<file path="config.mk">
export PLATFORM = sky130hd
export DESIGN_NAME = adc_sequence_control
export DESIGN_NICKNAME = d
export VERILOG_FILES = /design/src/verilog/adc_sequence_control.v /design/src/verilog/conv_clock_divider.v /design/src/verilog/conv_core_model.v
export VERILOG_INCLUDE_DIRS = /design/src /design/src/verilog
export SDC_FILE = /design/constraint.sdc
export NUM_CORES = 1
export LEC_CHECK = 0
export ABC_CLOCK_PERIOD_IN_PS = 6900
export CORE_MARGIN = 3
export CORE_UTILIZATION = 35
export DETAILED_ROUTE_END_ITERATION = 10
export DONT_BUFFER_PORTS = 1
export SETUP_SLACK_MARGIN = 0.3
export SKIP_CTS_REPAIR_TIMING = 1
export SYNTH_ARGS = -nofsm -noshare
export SYNTH_HDL_FRONTEND = slang
export SYNTH_HIERARCHICAL = 1
export SYNTH_SLANG_ARGS = --single-unit
</file>
<file path="constraint.sdc">
create_clock -name ref_clk -period 6.9 [get_ports ref_clk]
set_input_delay 0.345 -clock ref_clk [delete_from_list [all_inputs] [get_ports ref_clk]]
set_output_delay 0.345 -clock ref_clk [all_outputs]
set_load 0.02 [all_outputs]
</file>
<file path="src/verilog/adc_sequence_map.vh">
/*
 * Register map, field positions, reset values and timing counts of the
 * converter sequencing block.
 * Assumes inclusion by bare name; definitions only.
 */
`ifndef ADC_SEQUENCE_MAP_VH
`define ADC_SEQUENCE_MAP_VH

// Printed register indices; byte address is four times the index
`define IDX_RESULT 8'h21
`define IDX_CONTROL 8'h22
`define IDX_CLKSET 8'h23
`define IDX_IRQ_STATUS 8'h24
`define IDX_IRQ_MASK 8'h25

// Control register fields
`define CTL_CHAN_LSB 0
`define CTL_CHAN_MSB 2
`define CTL_PORT_LSB 3
`define CTL_PORT_MSB 5
`define CTL_BUSY_BIT 6
`define CTL_START_BIT 7

// Clock-setting register fields
`define CLK_DIV_LSB 0
`define CLK_DIV_MSB 1
`define CLK_TEST_BIT 7

// Interrupt status/mask bits
`define IRQ_DONE_BIT 0

// Reset values
`define RST_CONTROL 8'h40
`define RST_CLKSET 8'h80
`define RST_RESULT 8'h00

// Converter clock divide ratios, in system clocks
`define DIV_CODE0 8'h02
`define DIV_CODE1 8'h08
`define DIV_CODE2 8'h20

// Converter clock periods per conversion
`define CONV_PERIODS 8'h10

`endif

</file>
<file path="src/verilog/adc_sequence_control.v">
/*
 * Converter sequencing control: Avalon-MM register slave, start pulse
 * detection, channel and port split decode, interrupt status and mask.
 * Assumes analog samples arrive as 8-bit digital words from pads and that
 * software keeps start low during a conversion and re-inits after port changes.
 */
// Register access over Avalon-MM was chosen for this implementation.
// Behaviour
// - Result register read-only, D0 least significant
// - Start pulse low-high-low; convert on fall
// - Start rise resets converter, sets busy
// - Completion clears busy bit six
// - Completion sets request; interrupt needs enable
// - Bits two to zero select input
// - Bits five to three split port
// - Analog lines lose digital, pull-up; power
// - Port code zero powers converter off
// - Clock bits select divide 2/8/32
// - Clock bits two to six read zero
`include "adc_sequence_map.vh"
module adc_sequence_control #(
    parameter [7:0] CONV_PERIODS = `CONV_PERIODS
) (
    // Clock and reset
    input wire ref_clk,
    input wire reset,
    // Avalon-MM slave
    input wire [9:0] address,
    input wire read,
    input wire write,
    input wire [3:0] byteenable,
    input wire [31:0] writedata,
    output reg [31:0] readdata,
    output wire waitrequest,
    // Analog inputs, digitised by the pads
    input wire [7:0] analogIn0,
    input wire [7:0] analogIn1,
    input wire [7:0] analogIn2,
    input wire [7:0] analogIn3,
    // Port B pad control
    output reg [3:0] analogLineEn,
    output reg [3:0] digitalIoEn,
    output reg [3:0] pullUpEn,
    output reg converterPowerOn,
    // Processor interrupt
    output wire irq,
    input wire irqAccept
);

    localparam [2:0] ST_IDLE = 3'b001;
    localparam [2:0] ST_ARMED = 3'b010;
    localparam [2:0] ST_CONV = 3'b100;

    reg [7:0] control_ff;
    reg [7:0] clkSet_ff;
    reg [7:0] result_ff;
    reg irqStatus_ff;
    reg irqMask_ff;
    reg [2:0] state_ff;
    reg [2:0] nxt_state;
    reg respond_ff;
    reg [7:0] samp0_ff [0:3];
    reg [7:0] samp1_ff [0:3];
    reg [7:0] selSample;
    reg beginConv;
    reg abortConv;
    wire convTick;
    wire [7:0] coreValue;
    wire coreFinish;
    wire [7:0] wdByte;
    wire [7:0] regIndex;
    wire wordHit;
    wire startNew;
    wire startOld;
    wire writeCtl;

    // Index from word address; bits 1:0 of the byte address are dropped
    function [7:0] word_index;
        input [9:0] addr;
        begin
            word_index = addr[9:2];
        end
    endfunction

    // One-cycle wait state: request taken on the second edge
    assign waitrequest = (read | write) & ~respond_ff;
    assign wordHit = (read | write) & respond_ff;
    assign regIndex = word_index(address);
    assign wdByte = byteenable[0] ? writedata[7:0] : 8'h00;
    assign writeCtl = wordHit & write & byteenable[0] & (regIndex == `IDX_CONTROL);
    assign startOld = control_ff[`CTL_START_BIT];
    assign startNew = writeCtl ? writedata[`CTL_START_BIT] : startOld;

    always @(posedge ref_clk or posedge reset) begin
        if (reset) begin
            respond_ff <= 1'b0;
        end else begin
            respond_ff <= (read | write) & ~respond_ff;
        end
    end

    // Two-stage capture of the pad words
    always @(posedge ref_clk) begin
        samp0_ff[0] <= analogIn0;
        samp0_ff[1] <= analogIn1;
        samp0_ff[2] <= analogIn2;
        samp0_ff[3] <= analogIn3;
        samp1_ff[0] <= samp0_ff[0];
        samp1_ff[1] <= samp0_ff[1];
        samp1_ff[2] <= samp0_ff[2];
        samp1_ff[3] <= samp0_ff[3];
    end

    always @* begin
        // Undefined codes fall back to input 0
        case (control_ff[`CTL_CHAN_MSB:`CTL_CHAN_LSB])
            3'b000: selSample = samp1_ff[0];
            3'b001: selSample = samp1_ff[1];
            3'b010: selSample = samp1_ff[2];
            3'b011: selSample = samp1_ff[3];
            default: selSample = samp1_ff[0];
        endcase
    end

    // Port split and pad control
    always @* begin
        case (control_ff[`CTL_PORT_MSB:`CTL_PORT_LSB])
            3'b000: analogLineEn = 4'h0;
            3'b001: analogLineEn = 4'h1;
            3'b010: analogLineEn = 4'h3;
            3'b011: analogLineEn = 4'h7;
            default: analogLineEn = 4'hF;
        endcase
        digitalIoEn = ~analogLineEn;
        pullUpEn = ~analogLineEn;
        converterPowerOn = |analogLineEn;
    end

    // Start sequencing
    always @* begin
        nxt_state = state_ff;
        beginConv = 1'b0;
        abortConv = 1'b0;
        case (state_ff)
            ST_IDLE, ST_CONV: begin
                if (!startOld && startNew) begin
                    nxt_state = ST_ARMED;
                    abortConv = 1'b1;
                end else if (state_ff == ST_CONV && coreFinish) begin
                    nxt_state = ST_IDLE;
                end
            end
            ST_ARMED: begin
                if (!startNew) begin
                    nxt_state = ST_CONV;
                    beginConv = 1'b1;
                end
            end
            default: nxt_state = ST_IDLE;
        endcase
    end

    always @(posedge ref_clk or posedge reset) begin
        if (reset) begin
            state_ff <= ST_IDLE;
            control_ff <= `RST_CONTROL;
            clkSet_ff <= `RST_CLKSET;
            result_ff <= `RST_RESULT;
            irqStatus_ff <= 1'b0;
            irqMask_ff <= 1'b0;
        end else begin
            state_ff <= nxt_state;
            if (writeCtl) begin
                control_ff[`CTL_START_BIT] <= writedata[`CTL_START_BIT];
                control_ff[`CTL_PORT_MSB:`CTL_CHAN_LSB] <= writedata[5:0];
            end
            if (abortConv) begin
                control_ff[`CTL_BUSY_BIT] <= 1'b1;
            end else if (coreFinish && state_ff == ST_CONV) begin
                control_ff[`CTL_BUSY_BIT] <= 1'b0;
            end
            if (coreFinish && state_ff == ST_CONV) begin
                result_ff <= coreValue;
            end
            if (wordHit && write && regIndex == `IDX_CLKSET && byteenable[0]) begin
                // Upper unimplemented bits are never stored
                clkSet_ff[`CLK_DIV_MSB:`CLK_DIV_LSB] <= wdByte[1:0];
                clkSet_ff[`CLK_TEST_BIT] <= wdByte[7];
            end
            if (wordHit && write && regIndex == `IDX_IRQ_MASK && byteenable[0]) begin
                irqMask_ff <= wdByte[`IRQ_DONE_BIT];
            end
            // Completion wins over a read-clear or accept in the same cycle
            if (coreFinish && state_ff == ST_CONV) begin
                irqStatus_ff <= 1'b1;
            end else if (irqAccept) begin
                irqStatus_ff <= 1'b0;
            end else if (wordHit && read && regIndex == `IDX_IRQ_STATUS) begin
                irqStatus_ff <= 1'b0;
            end else if (wordHit && write && regIndex == `IDX_IRQ_STATUS && byteenable[0]
                         && !wdByte[`IRQ_DONE_BIT]) begin
                irqStatus_ff <= 1'b0;
            end
        end
    end

    assign irq = irqStatus_ff & irqMask_ff;

    // Read data, registered into the answering cycle
    always @(posedge ref_clk or posedge reset) begin
        if (reset) begin
            readdata <= 32'h00000000;
        end else if (read && !respond_ff) begin
            case (regIndex)
                `IDX_RESULT: readdata <= {24'h000000, result_ff};
                `IDX_CONTROL: readdata <= {24'h000000, control_ff};
                `IDX_CLKSET: readdata <= {24'h000000, clkSet_ff[7], 5'h00,
                                          clkSet_ff[1:0]};
                `IDX_IRQ_STATUS: readdata <= {31'h00000000, irqStatus_ff};
                `IDX_IRQ_MASK: readdata <= {31'h00000000, irqMask_ff};
                default: readdata <= 32'h00000000;
            endcase
        end
    end

    conv_clock_divider u_div (
        .ref_clk(ref_clk),
        .reset(reset),
        .divCode(clkSet_ff[`CLK_DIV_MSB:`CLK_DIV_LSB]),
        .run(state_ff == ST_CONV),
        .tick_ff(convTick)
    );

    conv_core_model #(
        .PERIODS(CONV_PERIODS)
    ) u_core (
        .ref_clk(ref_clk),
        .reset(reset),
        .begin_conv(beginConv),
        .abort(abortConv),
        .tick(convTick),
        .sample(selSample),
        .value_ff(coreValue),
        .finish_ff(coreFinish)
    );

endmodule

</file>
<file path="src/verilog/conv_clock_divider.v">
/*
 * Converter clock tick generator: one-cycle tick every ratio system clocks.
 * Assumes divCode held steady; a code change keeps the running count.
 */
module conv_clock_divider (
    // Clock and reset
    input wire ref_clk,
    input wire reset,
    // Control
    input wire [1:0] divCode,
    input wire run,
    // Tick out
    output reg tick_ff
);
`include "adc_sequence_map.vh"

    reg [7:0] count_ff;
    reg [7:0] nxt_count;
    reg nxt_tick;
    reg [7:0] ratio;

    always @* begin
        case (divCode)
            2'b00: ratio = `DIV_CODE0;
            2'b01: ratio = `DIV_CODE1;
            2'b10: ratio = `DIV_CODE2;
            // Undefined code runs at the slowest rate
            default: ratio = `DIV_CODE2;
        endcase
    end

    always @* begin
        nxt_count = 8'h00;
        nxt_tick = 1'b0;
        if (run) begin
            if (count_ff >= ratio - 8'h01) begin
                nxt_tick = 1'b1;
            end else begin
                nxt_count = count_ff + 8'h01;
            end
        end
    end

    always @(posedge ref_clk or posedge reset) begin
        if (reset) begin
            count_ff <= 8'h00;
            tick_ff <= 1'b0;
        end else begin
            count_ff <= nxt_count;
            tick_ff <= nxt_tick;
        end
    end
endmodule

</file>
<file path="src/verilog/conv_core_model.v">
/*
 * Digital stand-in for the successive-approximation core: counts converter
 * clock ticks and latches the sampled input at the end.
 * Assumes sample is already synchronised to ref_clk.
 */
`include "adc_sequence_map.vh"
module conv_core_model #(
    parameter [7:0] PERIODS = `CONV_PERIODS
) (
    // Clock and reset
    input wire ref_clk,
    input wire reset,
    // Control
    input wire begin_conv,
    input wire abort,
    input wire tick,
    input wire [7:0] sample,
    // Result
    output reg [7:0] value_ff,
    output reg finish_ff
);
    reg [7:0] left_ff;
    reg active_ff;

    always @(posedge ref_clk or posedge reset) begin
        if (reset) begin
            left_ff <= 8'h00;
            active_ff <= 1'b0;
            value_ff <= 8'h00;
            finish_ff <= 1'b0;
        end else begin
            finish_ff <= 1'b0;
            if (abort) begin
                active_ff <= 1'b0;
            end else if (begin_conv) begin
                active_ff <= 1'b1;
                left_ff <= PERIODS;
            end else if (active_ff && tick) begin
                if (left_ff <= 8'h01) begin
                    active_ff <= 1'b0;
                    value_ff <= sample;
                    finish_ff <= 1'b1;
                end else begin
                    left_ff <= left_ff - 8'h01;
                end
            end
        end
    end
endmodule

</file>
==> impl_results.rst <==
.. list-table::
   :header-rows: 1

   * - Metric
     - Value
   * - Result of the run
     - completed
   * - Combined flip-flop and latch cell area
     - approximately 2800 um^2
   * - Pin slew with the least headroom to its limit
     - around 0.88 ns
   * - Final wirelength
     - 9300 um
   * - # DRC
     - 0
   * - Max_slew headroom
     - between 40% and 50%
   * - Async SR Flop Fraction
     - about half
   * - Startpoint of the worst setup timing path
     - respond_ff
   * - Worst setup skew after layout
     - approximately 0.015 ns
   * - Launch instance of the worst min-delay path
     - writedata[5]
   * - Final instance count without filler cells
     - 640
   * - Count of final max-slew check failures
     - 0
   * - Flip-flop and latch count after synthesis
     - around 120
   * - Count of input and output buffers
     - 0
   * - Worst setup path class
     - reg2reg
   * - H-tree depth
     - 4
   * - Worst reg2reg startpoint
     - respond_ff
   * - Max VDD drop
     - about 180 uV
   * - Clk sinks
     - between 100 and 150
   * - Critical Path End Type
     - flip-flop
   * - Number of fillers in the final layout
     - ~1200
   * - Starting density of the core
     - around 36%
   * - Clock-pin slew on the worst setup and hold paths
     - 0.06 ns
   * - Row cnt
     - 42
   * - Number of violations of the max-capacitance limit
     - 0
   * - Final period util
     - 41.2%
   * - Multiplexer share of the synthesized area
     - under 10%
   * - Post-synthesis area per instance
     - 11.7 um^2
   * - Dominant combinational cell family by area after synthesis
     - simple AND/OR/NAND/NOR gates
   * - Synthesized instance count
     - approximately 420
   * - Count of yosys warnings during synthesis
     - 6
   * - Most common flop cell mapped by yosys
     - dfxtp_1
   * - Global route overflow
     - 0
   * - Sequential share of the synthesized area
     - roughly 57%
   * - Multi-input gate area
     - 1820 um^2
   * - Worst-path fanout max
     - 11
   * - Count of flip-flops with a built-in enable after synthesis
     - 0
   * - Number of vias in the routed layout
     - between 3000 and 4000
   * - Pin count of the biggest net entering global routing
     - 34
   * - Leak
     - between 0.002 and 0.003 uW
   * - Diode count
     - 0
   * - Netlist Area Pre-Place
     - between 4000 and 5000 um^2
   * - # placed instances
     - between 500 and 600
   * - Parity-gate share of the synthesized area counting xor and xnor cells
     - 0.722%
   * - Power density over the cells
     - 290 nW/um^2
   * - Data arrival time of the worst path
     - ~3.2 ns
   * - Cell-by-cell trace of the critical path
     - and3_1 -> and4bb_2 -> mux2_2 -> nor2_1 -> nand2b_1 -> nand2_1 -> a21oi_1 -> a31o_2
   * - F_max
     - around 350 MHz
   * - Routed wirelength normalized by instance count
     - between 10 and 15 um
   * - Router iterations before antenna repair
     - 4
   * - Critical path's largest stage delay
     - between 0.5 and 0.6 ns
   * - Core ar.
     - 13400 um^2
   * - Post-layout minimum cycle time
     - 2.84 ns
   * - Cell type of the slowest stage on the worst timing path
     - nor2_1
   * - Overall track demand over capacity in global routing
     - 12.7%
   * - Number of top-level design ports
     - 130
   * - Reg-to-reg setup timing slack
     - ~4.1 ns
   * - Clock Tree Root
     - clkbuf_16
   * - Simple-gate portion of the synthesized area
     - 12.1%
   * - Number of buffers added by the clock tree synthesis step
     - 17
   * - Starting DRT DRC Count
     - 89
   * - Global-route wire length before repair
     - 14600 um
   * - CTS max path bufs
     - 2
   * - Hold violation count in the final report
     - 0
   * - Cell type with the highest aggregate area in the netlist
     - dfrtp_1
   * - Detailed placer's ending HPWL
     - between 6000 and 7000 um
   * - Synth Area in Compound Gates
     - 12.1%
   * - Hold Crit Class
     - in2reg
   * - Post-synthesis cell type count
     - 66
   * - Antenna violation net count after detailed routing
     - 0
   * - Total of endpoints with negative setup slack in the final report
     - 0
   * - Overall die height
     - approximately 120 um
   * - Via count of the first global-routing pass
     - 3010
   * - Overall power
     - approximately 1700 uW
   * - Full die area
     - approximately 15000 um^2
   * - RSZ-0062 raised after global routing
     - no
   * - Die width
     - between 100 and 150 um
   * - TritonCTS clock tree
     - yes
   * - Final #Nets
     - approximately 540
   * - Total Negative Setup Slacks
     - 0 ns
   * - Most common cell in the netlist
     - dfxtp_1
   * - Initial antenna violation count
     - 0
   * - RD Place Congestion
     - around 0.79
   * - Area growth from synthesis to layout
     - 19.9%
   * - Clock latency of the later-clocked register in the worst-skew pair
     - about 0.42 ns
   * - Most instantiated cells after synthesis
     - 64 x dfxtp_1, 57 x dfrtp_1, 36 x mux2_2
   * - Area share of the largest cell type after synthesis
     - between 20% and 30%
   * - DR vias/cell
     - roughly 4.8
   * - Crit path launch type
     - flip-flop
   * - Fraction of final layout cells sized beyond drive strength 1
     - roughly a fifth
   * - WP data required
     - slightly above 7 ns
   * - Cell types occupying the most area after synthesis
     - dfrtp_1 29%, dfxtp_1 26%, mux2_2 8.4%
   * - Synthesized-area fraction occupied by adder cells
     - around 2.1%
power breakdown:
group	total, uW	internal, uW	switching, uW
registers	752	744	8.06
logic	58.9	22.9	36.0
clock network	879	555	325
total	1690	1320	369
placed cells by master, fill, tap and decap left out, types with 5 or more instances in the layout:
cell type | Yosys | routed
mux2_2 | 36 | 36
a22oi_1 | 16 | 16
conb_1 | 3 | 26
a21oi_1 | 6 | 6
dlygate4sd3_1 | 0 | 33
nor2_1 | 20 | 20
o21ai_0 | 18 | 18
o21ai_1 | 8 | 8
clkbuf_16 | 0 | 18
inv_1 | 15 | 15
nand4_1 | 5 | 5
ha_1 | 8 | 8
dfxtp_1 | 64 | 64
dfrtp_1 | 57 | 57
a211oi_1 | 7 | 7
nand2_1 | 33 | 33
sequential cells by signal (all words and copies together) (netlist names), 8 cells and up:
signal / cells
samp0_ff: 32
samp1_ff: 32
control_ff: 8
readdata: 8
result_ff: 8
u_core/left_ff: 8
u_core/value_ff: 8
u_div/count_ff: 8
final cells by class:
| class | instances | share of cell area (%) |
|---|---|---|
| Inverter | 15 | 0.967 |
| Sequential cell | 124 | 47.9 |
| Tap cell | 176 | 3.78 |
| Timing Repair Buffer | 35 | 5.93 |
| Multi-Input combinational cell | 258 | 31.3 |
| Clock inverter | 13 | 2.34 |
| Clock buffer | 19 | 7.80 |
metal layers:
metal / global-route usage, % / up-vias / share of wire, %
met5: 0 / - / 0
met2: 20.0 / 92 / 49
li1: - / 1483 / -
met4: 6.23 / 0 / 1.6
met1: 15.6 / 1472 / 44
met3: 4.18 / 11 / 6.1
worst paths after layout:
check	end	depth (start not counted)
max in group asynchronous	u_core/finish_ff	2
max reg2reg	u_core/left_ff[3]	8
min	control_ff[5]	2
min reg2reg	samp1_ff[2][5]	0
max	u_core/left_ff[3]	8
min in group asynchronous	u_div/tick_ff	2
logic make-up (layout without fill, tap and decap cells):
logic type,after synthesis,count (layout)
buffers and inverters,57,82
XOR/XNOR,4,4
AO/OA/AOI/OAI,80,80
adder cells (fa/ha/maj),8,8
multiplexers,37,37
flip-flops,124,124
other,3,26
AND/OR/NAND/NOR,103,103
stage by stage:
step                hold slack, ns  util [%]  area (um^2)  worst slack (ns)
floorplan                    0.173         -         4940              4.30
global placement             0.214      36.6         4900              3.71
detailed placement           0.220      36.6         4900              3.68
CTS                         -0.225      41.0         5490              4.03
global route                0.0595      43.5         5820              3.84
finish                      0.0716      43.5         5820              4.06
worst max-delay path: cells and delay by family, from the launching register on:
family | cells | cell delay, ns
AO/OA/AOI/OAI | 2 | 0.27
AND/OR/NAND/NOR | 5 | 1.71
flip-flops | 1 | 0.36
multiplexers | 1 | 0.40
Note: power is estimated with default switching activity, not from simulation.
